--- config.mk ---
export PLATFORM = sky130hd
export DESIGN_NAME = spse_serial_port
export DESIGN_NICKNAME = d
export VERILOG_FILES = /design/src/spse_pkg.sv /design/src/spse_serial_port.sv
export SDC_FILE = /design/constraint.sdc
export NUM_CORES = 1
export LEC_CHECK = 0
export ABC_CLOCK_PERIOD_IN_PS = 2160
export BUFFER_PORTS_ARGS = -buffer_cell sky130_fd_sc_hd__buf_2
export CAP_MARGIN = 20
export CORE_ASPECT_RATIO = 1.4
export CORE_UTILIZATION = 53
export CTS_CLUSTER_DIAMETER = 80
export CTS_CLUSTER_SIZE = 30
export DETAILED_ROUTE_END_ITERATION = 8
export GPL_TIMING_DRIVEN = 0
export MAX_ROUTING_LAYER = met4
export PLACE_DENSITY_LB_ADDON = 0.12
export SETUP_SLACK_MARGIN = 0.5
export SLEW_MARGIN = 20
export SYNTH_ARGS = -nofsm -noshare
export SYNTH_HDL_FRONTEND = slang
export SYNTH_SLANG_ARGS = --single-unit
--- constraint.sdc ---
create_clock -name core_clk -period 2.16 [get_ports core_clk]
set_clock_uncertainty 0.1 [all_clocks]
set_input_delay 0.216 -clock core_clk [delete_from_list [all_inputs] [get_ports core_clk]]
set_output_delay 0.216 -clock core_clk [all_outputs]
set_load 0.02 [all_outputs]
--- src/spse_pkg.sv ---
package spse_pkg;

  // Register byte offsets and bus response codes
  localparam logic [7:0] REG_CONTROL = 8'h00;
  localparam logic [7:0] REG_BUFFER = 8'h04;
  localparam logic [7:0] REG_RATE = 8'h08;
  localparam logic [1:0] RESP_OKAY = 2'h0;
  localparam logic [1:0] RESP_SLVERR = 2'h2;

  // Serial modes
  localparam logic [1:0] MODE_SHIFT = 2'h0;
  localparam logic [1:0] MODE_UART8 = 2'h1;
  localparam logic [1:0] MODE_UART9_FIXED = 2'h2;
  localparam logic [1:0] MODE_UART9_VAR = 2'h3;

  // Control and rate register fields
  localparam int CTL_MODE_LO = 6;
  localparam int CTL_FILTER = 5;
  localparam int CTL_RECV_EN = 4;
  localparam int CTL_TX_NINTH = 3;
  localparam int CTL_TX_FLAG = 1;
  localparam int CTL_RX_FLAG = 0;
  localparam int RATE_DOUBLE = 0;

  // Machine cycle states, S1 is zero
  localparam logic [2:0] MC_S1 = 3'h0;
  localparam logic [2:0] MC_S3 = 3'h2;
  localparam logic [2:0] MC_S5 = 3'h4;
  localparam logic [2:0] MC_S6 = 3'h5;

  // Divide-by-16 counter points
  localparam logic [3:0] DIV_LAST = 4'hf;
  localparam logic [3:0] SAMPLE_FIRST = 4'h6;
  localparam logic [3:0] SAMPLE_LAST = 4'h8;

  // Shift register preloads and markers
  localparam logic [8:0] RX_SHIFT_INIT = 9'h0ff;
  localparam logic [8:0] RX_UART_INIT = 9'h1ff;
  localparam logic [7:0] TX_LAST_MARK = 8'h01;

  typedef enum logic [2:0] {
    TX_IDLE = 3'b001,
    TX_WAIT = 3'b010,
    TX_SEND = 3'b100
  } spse_tx_type;

  typedef enum logic [3:0] {
    RX_IDLE = 4'b0001,
    RX_ARM = 4'b0010,
    RX_SHIFT = 4'b0100,
    RX_TAIL = 4'b1000
  } spse_rx_type;

  typedef struct packed {
    logic [2:0] mc;
    logic [1:0] mode;
    logic filt;
    logic ren;
    logic tb8;
    logic rb8;
    logic ti;
    logic ri;
    logic [7:0] rxBuf;
    logic rateDouble;
    logic preTog;
    logic [3:0] txDiv;
    spse_tx_type txSt;
    logic [8:0] txShift;
    logic txData;
    logic txFirst;
    logic txLast0;
    spse_rx_type rxSt;
    logic [3:0] rxDiv;
    logic [8:0] rxShift;
    logic rxPrev;
    logic [1:0] votes;
    logic rxFirst;
    logic rxLast0;
    logic sample0;
    logic awHeld;
    logic [31:0] awAddr;
    logic wHeld;
    logic [7:0] wData;
    logic wLane0;
    logic bValid;
    logic [1:0] bResp;
    logic rValid;
    logic [7:0] rData;
    logic [1:0] rResp;
  } spse_state_type;

endpackage

--- src/spse_serial_port.sv ---
// How it works
// - Mode 0 shifts eight bits, clock on tx.
// - Buffer write marks ninth bit, sends next cycle.
// - Shift clock low S3-S5, shift at S6.
// - Marker beside MSB ends send, sets flag.
// - Mode 0 receive preloads register, then enables.
// - Receive shifts at S6 with S5 sample.
// - Zero at far end loads buffer, sets flag.
// - Eight-bit frame: start, data, stop into ninth.
// - UART send starts after next counter rollover.
// - Start bit, then data, then first shift.
// - Eight-bit send ends at tenth rollover.
// - Falling edge resets counter, preloads all ones.
// - Majority of samples seven, eight, nine.
// - Bad start bit returns to edge hunting.
// - Start at far end triggers last shift.
// - Accept only if flag clear and, with filter set, stop valid.
// - Nine-bit receiver rehunts one bit later.
// - Nine-bit frame carries programmable ninth bit.
// - Fixed rate sixteenth or thirty-second, else timer.
// - First nine-bit shift inserts stop bit.
// - Nine-bit send ends at eleventh rollover.
// - Accept only if flag clear and, with filter set, ninth valid.
`timescale 1ns/100ps
`default_nettype none
module spse_serial_port (
  // Clock and reset
  input wire logic core_clk,
  input wire logic sys_rst,
  // AXI4-Lite write channels
  input wire logic [31:0] s_axi_awaddr,
  input wire logic s_axi_awvalid,
  output logic s_axi_awready,
  input wire logic [31:0] s_axi_wdata,
  input wire logic [3:0] s_axi_wstrb,
  input wire logic s_axi_wvalid,
  output logic s_axi_wready,
  output logic [1:0] s_axi_bresp,
  output logic s_axi_bvalid,
  input wire logic s_axi_bready,
  // AXI4-Lite read channels
  input wire logic [31:0] s_axi_araddr,
  input wire logic s_axi_arvalid,
  output logic s_axi_arready,
  output logic [31:0] s_axi_rdata,
  output logic [1:0] s_axi_rresp,
  output logic s_axi_rvalid,
  input wire logic s_axi_rready,
  // Unused type guard, then the baud source for the variable-rate modes
  input wire spse_pkg::spse_tx_type unusedTypeGuard,
  input wire logic timerOverflow,
  // Serial pins
  input wire logic portPinRxAltIn,
  output logic portPinRxAltOut,
  output logic portPinRxAltOe,
  output logic portPinTxAlt
);
  import spse_pkg::*;

  spse_state_type q;
  spse_state_type d;
  logic modeShift;
  logic nineBit;
  logic tick16;
  logic txRoll;
  logic sending;
  logic recv0;
  logic shiftClk;
  logic sclkLow;
  logic wrFire;
  logic awMapped;
  logic arMapped;
  logic voteBit;
  logic [1:0] ones;
  logic [8:0] rxNext;
  logic [8:0] txNext;
  logic accept;

  // Decoded views of the current state
  assign modeShift = (q.mode == MODE_SHIFT);
  assign nineBit = q.mode[1];
  assign sending = (q.txSt == TX_SEND);
  assign recv0 = modeShift && (q.rxSt == RX_SHIFT);
  assign sclkLow = (q.mc >= MC_S3) && (q.mc <= MC_S5);
  assign shiftClk = !sclkLow;
  assign txRoll = tick16 && (q.txDiv == DIV_LAST);
  assign wrFire = q.awHeld && q.wHeld && !q.bValid;
  assign awMapped = (q.awAddr == {24'h0, REG_CONTROL}) || (q.awAddr == {24'h0, REG_BUFFER})
                    || (q.awAddr == {24'h0, REG_RATE});
  assign arMapped = (s_axi_araddr == {24'h0, REG_CONTROL})
                    || (s_axi_araddr == {24'h0, REG_BUFFER})
                    || (s_axi_araddr == {24'h0, REG_RATE});

  // 16x sample tick; halved unless the rate-double bit is set
  // rate selection
  assign tick16 = (q.mode == MODE_UART9_FIXED) ? (q.rateDouble || q.preTog)
                  : (timerOverflow && (q.rateDouble || q.preTog));

  // Bus handshakes are combinational from held flags
  assign s_axi_awready = !q.awHeld && !q.bValid;
  assign s_axi_wready = !q.wHeld && !q.bValid;
  assign s_axi_bvalid = q.bValid;
  assign s_axi_bresp = q.bResp;
  assign s_axi_arready = !q.rValid;
  assign s_axi_rvalid = q.rValid;
  assign s_axi_rdata = {24'h0, q.rData};
  assign s_axi_rresp = q.rResp;

  // Pin drive: mode 0 uses rx as data and tx as shift clock
  // shift-register pin use
  assign portPinRxAltOe = modeShift && sending;
  assign portPinRxAltOut = q.txShift[0];
  assign portPinTxAlt = modeShift ? ((sending || recv0) ? shiftClk : 1'b1)
                        : (sending ? (q.txData ? q.txShift[0] : 1'b0) : 1'b1);

  // Majority vote and next receive shift value
  // two of three samples
  assign ones = q.votes + {1'b0, portPinRxAltIn};
  assign voteBit = ones[1];
  assign rxNext = modeShift ? {q.sample0, q.rxShift[8:1]} : {voteBit, q.rxShift[8:1]};
  assign accept = !q.ri && (!q.filt || rxNext[8]);
  // stop bit enters on first nine-bit shift
  assign txNext = {nineBit && q.txFirst, q.txShift[8:1]};

  // Next-state logic for bus, transmitter and receiver
  always_comb begin
    d = q;
    d.mc = (q.mc == MC_S6) ? MC_S1 : q.mc + 3'h1;
    if (q.mode == MODE_UART9_FIXED || timerOverflow) begin
      d.preTog = !q.preTog;
    end
    if (tick16) begin
      d.txDiv = q.txDiv + 4'h1;
    end
    // Write address and data taken in either order
    if (s_axi_awvalid && s_axi_awready) begin
      d.awHeld = 1'b1;
      d.awAddr = s_axi_awaddr;
    end
    if (s_axi_wvalid && s_axi_wready) begin
      d.wHeld = 1'b1;
      d.wData = s_axi_wdata[7:0];
      d.wLane0 = s_axi_wstrb[0];
    end
    if (q.bValid && s_axi_bready) begin
      d.bValid = 1'b0;
    end
    if (wrFire) begin
      d.awHeld = 1'b0;
      d.wHeld = 1'b0;
      d.bValid = 1'b1;
      d.bResp = awMapped ? RESP_OKAY : RESP_SLVERR;
      if (q.wLane0 && q.awAddr == {24'h0, REG_CONTROL}) begin
        d.mode = q.wData[CTL_MODE_LO+1:CTL_MODE_LO];
        d.filt = q.wData[CTL_FILTER];
        d.ren = q.wData[CTL_RECV_EN];
        d.tb8 = q.wData[CTL_TX_NINTH];
        d.ti = q.ti && q.wData[CTL_TX_FLAG];
        d.ri = q.ri && q.wData[CTL_RX_FLAG];
      end
      if (q.wLane0 && q.awAddr == {24'h0, REG_RATE}) begin
        d.rateDouble = q.wData[RATE_DOUBLE];
      end
      // Buffer writes while busy are dropped so a frame is never torn
      if (q.wLane0 && q.awAddr == {24'h0, REG_BUFFER} && q.txSt == TX_IDLE) begin
        // ninth position set in 8-bit mode
        d.txShift = {nineBit ? q.tb8 : 1'b1, q.wData};
        d.txSt = TX_WAIT;
        d.txFirst = 1'b1;
        d.txData = 1'b0;
      end
    end
    // Read path answers in one cycle
    if (q.rValid && s_axi_rready) begin
      d.rValid = 1'b0;
    end
    if (s_axi_arvalid && s_axi_arready) begin
      d.rValid = 1'b1;
      d.rResp = arMapped ? RESP_OKAY : RESP_SLVERR;
      if (s_axi_araddr == {24'h0, REG_CONTROL}) begin
        d.rData = {q.mode, q.filt, q.ren, q.tb8, q.rb8, q.ti, q.ri};
      end else if (s_axi_araddr == {24'h0, REG_BUFFER}) begin
        // reads see only the receive buffer
        d.rData = q.rxBuf;
      end else if (s_axi_araddr == {24'h0, REG_RATE}) begin
        d.rData = {5'h0, q.rxSt != RX_IDLE, q.txSt != TX_IDLE, q.rateDouble};
      end else begin
        d.rData = 8'h0;
      end
    end
    // Transmitter
    case (q.txSt)
      TX_IDLE: begin
        d.txLast0 = 1'b0;
      end
      TX_WAIT: begin
        if (modeShift && q.mc == MC_S6) begin
          d.txSt = TX_SEND;
        end
        if (!modeShift && txRoll) begin
          d.txSt = TX_SEND;
        end
      end
      TX_SEND: begin
        if (modeShift) begin
          if (q.mc == MC_S6 && !q.txLast0) begin
            d.txShift = {1'b0, q.txShift[8:1]};
            d.txLast0 = (q.txShift[8:1] == TX_LAST_MARK);
          end
          if (q.mc == MC_S1 && q.txLast0) begin
            d.txSt = TX_IDLE;
            d.ti = 1'b1;
          end
        end else if (txRoll) begin
          if (!q.txData) begin
            d.txData = 1'b1;
          end else begin
            d.txShift = txNext;
            d.txFirst = 1'b0;
            if (!q.txFirst && q.txShift[8:1] == TX_LAST_MARK) begin
              d.txSt = TX_IDLE;
              d.ti = 1'b1;
            end
          end
        end
      end
      default: begin
        d.txSt = TX_IDLE;
      end
    endcase
    // Receiver
    if (tick16) begin
      d.rxPrev = portPinRxAltIn;
    end
    if (q.mc == MC_S5) begin
      d.sample0 = portPinRxAltIn;
    end
    case (q.rxSt)
      RX_IDLE: begin
        d.rxLast0 = 1'b0;
        // start when enabled, flag clear and transmitter idle
        if (modeShift && q.ren && !q.ri && q.txSt == TX_IDLE) begin
          d.rxSt = RX_ARM;
        end
        if (!modeShift && q.ren && tick16 && q.rxPrev && !portPinRxAltIn) begin
          d.rxSt = RX_SHIFT;
          d.rxDiv = 4'h0;
          d.rxShift = RX_UART_INIT;
          d.votes = 2'h0;
          d.rxFirst = 1'b1;
        end
      end
      RX_ARM: begin
        if (q.mc == MC_S6) begin
          d.rxShift = RX_SHIFT_INIT;
          d.rxSt = RX_SHIFT;
        end
      end
      RX_SHIFT: begin
        if (modeShift) begin
          // shift at S6 with S5 sample
          if (q.mc == MC_S6 && !q.rxLast0) begin
            d.rxShift = rxNext;
            if (!q.rxShift[1]) begin
              d.rxLast0 = 1'b1;
              d.rxBuf = rxNext[8:1];
            end
          end
          if (q.mc == MC_S1 && q.rxLast0) begin
            d.rxSt = RX_IDLE;
            d.ri = 1'b1;
          end
        end else if (tick16) begin
          d.rxDiv = q.rxDiv + 4'h1;
          if (q.rxDiv >= SAMPLE_FIRST && q.rxDiv < SAMPLE_LAST) begin
            d.votes = ones;
          end
          if (q.rxDiv == SAMPLE_LAST) begin
            d.votes = 2'h0;
            d.rxFirst = 1'b0;
            d.rxShift = rxNext;
            if (q.rxFirst && voteBit) begin
              d.rxSt = RX_IDLE;
            end else if (!q.rxShift[0]) begin
              // start at far end, last shift
              if (accept) begin
                d.rxBuf = rxNext[7:0];
                d.rb8 = rxNext[8];
                d.ri = 1'b1;
              end
              d.rxSt = nineBit ? RX_TAIL : RX_IDLE;
            end
          end
        end
      end
      RX_TAIL: begin
        if (tick16) begin
          d.rxDiv = q.rxDiv + 4'h1;
          if (q.rxDiv == SAMPLE_LAST - 4'h1) begin
            d.rxSt = RX_IDLE;
          end
        end
      end
      default: begin
        d.rxSt = RX_IDLE;
      end
    endcase
  end

  // Single state register
  always_ff @(posedge core_clk) begin
    if (sys_rst) begin
      q <= '{mc: MC_S1, mode: MODE_SHIFT, txSt: TX_IDLE, rxSt: RX_IDLE, rxPrev: 1'b1,
             rxShift: RX_UART_INIT, default: '0};
    end else begin
      q <= d;
    end
  end
endmodule
`default_nettype wire

==> flow_metrics.tcl <==
set metrics [dict create \
    p_total_mw 7.08 \
    critPathSlowestCell "or4b_4" \
    crit_buf_inv 3 \
    violations "negative setup slack" \
    wirelength_um 18600 \
    cts_max_path_buffers 2 \
    grtUsageTotal_pct 33.3 \
    power_density_mw_per_mm2 817 \
    grt_first_pass_wirelength_um 29400 \
    drive_above_1_share_pct 35.3 \
    ir_worst_vdd_v 0.000696 \
    cp-start-kind "flop" \
    fmax_mhz 438 \
    die_h_um 126 \
    drv_slew 0 \
    coreArea_mm2 0.0108 \
    drtAntennaViolNets 0 \
    synthCells 707 \
    via_count 6277 \
    drtIter0Drc 440 \
    setup_slack_ns -0.122 \
    synth_top_area_cell "dfxtp_1" \
    fin_nets 1056 \
    synth_edf_count 0 \
    ys_seq_elements 118 \
    drc_errors 0 \
    crit_type "reg2out" \
    boundaryPins 156 \
    path_delay_family "simple AND/OR/NAND/NOR gates" \
    synth_common_cells "nand2_1 (120), dfxtp_1 (118), a21oi_1 (79)" \
    worst_ep_required_time_ns 1.84 \
    async_flop_share_pct 0 \
    grt.overflow.total 0 \
    fin_area_mm2 0.00867 \
    syn2layout_area_growth_pct 48.7 \
    finalHoldViolations 0 \
    synth_top_area_share_pct 40.5 \
    grt_pass1_vias 6211 \
    period_minus_slack_ns 2.28 \
    yosysMostFrequentCell "nand2_1" \
    clock_sinks 118 \
    cts-htree-levels 4 \
    status "finished, violations left" \
    crit_arrival_ns 1.97 \
    fillers 682 \
    ys.flop_type "dfxtp_1" \
    portBuffers 98 \
    hold-worst-slack_ns 0.0702 \
    hp-class "in2reg" \
    max_stage_delay_ns 0.50 \
    antenna_found_initial 0 \
    n_antenna_cell 0 \
    insertion_delay_ns 0.42 \
    ys_warn_count 0 \
    cts_tree "built" \
    p_leak_nw 3.64 \
    post-route-period-util_pct 106 \
    viasPerCell 5.75 \
    cts_made_buffers 17 \
    core.rowCount 45 \
    synth.distinct_cells 65 \
    avgSynthCellArea_um2 8.25 \
    dpl_cell_area_mm2 0.00675 \
    die_w_um 90.7 \
    max-slew-margin-rel_pct 44.6 \
    initial_core_util_pct 54.2 \
    globalplace.congestion 0.896 \
    drv_cap 0 \
    path_max_fanout 2 \
    grt_max_degree 17 \
    path_cells "clkbuf_8 > or4b_4 > buf_8 > o32a_1 > buf_6" \
    worst_pin_slew_ns 0.820 \
    path_clk_slew_ns 0.05 \
    firstDrtPassIters 5 \
    die_area_mm2 0.0114 \
    ys_seq_area_share_pct 40.5 \
    root_buffer "clkbuf_16" \
    pre_cts_ws_ns -0.00419 \
    setup_viol 10 \
    syn-cell-area_mm2 0.00583 \
    cp-end-kind "primary output" \
    rsz0062_at_grt "true" \
    wl_per_cell_um 17.1 \
    dp_hpwl_um 11600 \
    synth_area_leaders "dfxtp_1 (40%), nand2_1 (7.7%), a21oi_1 (6.8%)" \
]
==> worst reg2reg max path, cell delays in order (launching register included) <==
cell	delay [ns]
dfxtp_1	0.31
clkbuf_8	0.13
buf_6	0.13
nor4b_1	0.72
and2_1	0.33
nor4b_2	0.08
buf_4	0.20
mux2i_1	0.14
==> layout by cell type (no fill, tap or decap), types with 9 or more instances in the layout <==
cell type,netlist,layout
dfxtp_1,118,102
nand3_1,12,11
clkbuf_1,26,13
clkbuf_16,0,18
dfxtp_2,0,12
o21ai_0,27,21
o31ai_1,12,10
dlygate4sd3_1,0,44
nand2_1,120,119
nor4_1,12,12
mux2i_1,31,29
a211oi_2,0,9
buf_2,7,96
nor2_1,59,52
buf_4,37,64
buf_6,1,23
inv_1,12,12
a21oi_1,79,71
conb_1,1,26
==> final cells by class <==
class	count	area, um2	area share (%)
inverters	12	45.0	0.519
clock inverters	12	126	1.46
multi-input cells	525	3550	40.9
well taps	141	176	2.03
plain buffers	77	556	6.40
flip-flops and latches	118	2390	27.6
clock buffers	20	467	5.38
repair buffers	186	1360	15.7
==> per-layer routing <==
metal | GRT usage (%) | up-vias | routed length, um
met5 | - | - | 0
met4 | 20.1 | 0 | 1020
met3 | 7.85 | 114 | 1280
met2 | 59.5 | 340 | 9730
li1 | - | 2908 | -
met1 | 32.2 | 2915 | 6580
==> report_power, final <==
part           internal, mW  total, mW  switching [mW]  leakage (nW)
Clock                  1.78       2.83            1.05         0.280
Sequential             2.34       2.51           0.170         0.970
Combinational         0.844       1.75           0.904          2.39
Total                  4.96       7.08            2.12          3.64
==> final timing paths <==
check            startpoint           end  slack, ns  cells after the start
max                   q[76]  portPinTxAlt      -0.12                      5
min          portPinRxAltIn         q[62]       0.07                      3
max reg2reg           q[76]         q[63]      -0.10                      7
min reg2reg           q[92]         q[94]       0.34                      1
==> cells by family after synthesis <==
group	after synthesis	synth area share (%)
and+or+nand+nor	283	24.7
AOI/OAI and AO/OA	166	17.5
DFF	118	40.5
buffers and inverters	89	8.41
muxes	35	6.09
xor gates and xnor gates	8	1.20
adders and majority gates	7	1.50
other	1	0.0643
==> per-stage QoR <==
step	setup TNS, ns	instances	util, %
floorplan	0	732	-
global placement	0	971	62.8
detailed placement	-0.00419	971	62.8
CTS	-0.164	1086	78.9
global route	-1.34	1091	80.7
finish	-0.823	1091	80.7
==> repair_timing <==
action,CTS,global route
cloned,2,0
pin swaps,42,17
hold buffers,44,0
endpoints found under the setup margin,95,79
resized for setup,105,39
buffers inserted,37,5
endpoints found under the hold margin,43,0
==> registers in the layout, summed over array words and instances, names as in the netlist <==
name	flops
nineBit	1
s_axi_rdata	8
s_axi_rresp	1
s_axi_bvalid	1
s_axi_rvalid	1
q	104
s_axi_bresp	1
portPinRxAltOut	1
No activity file was read; power rests on OpenSTA's default activity.
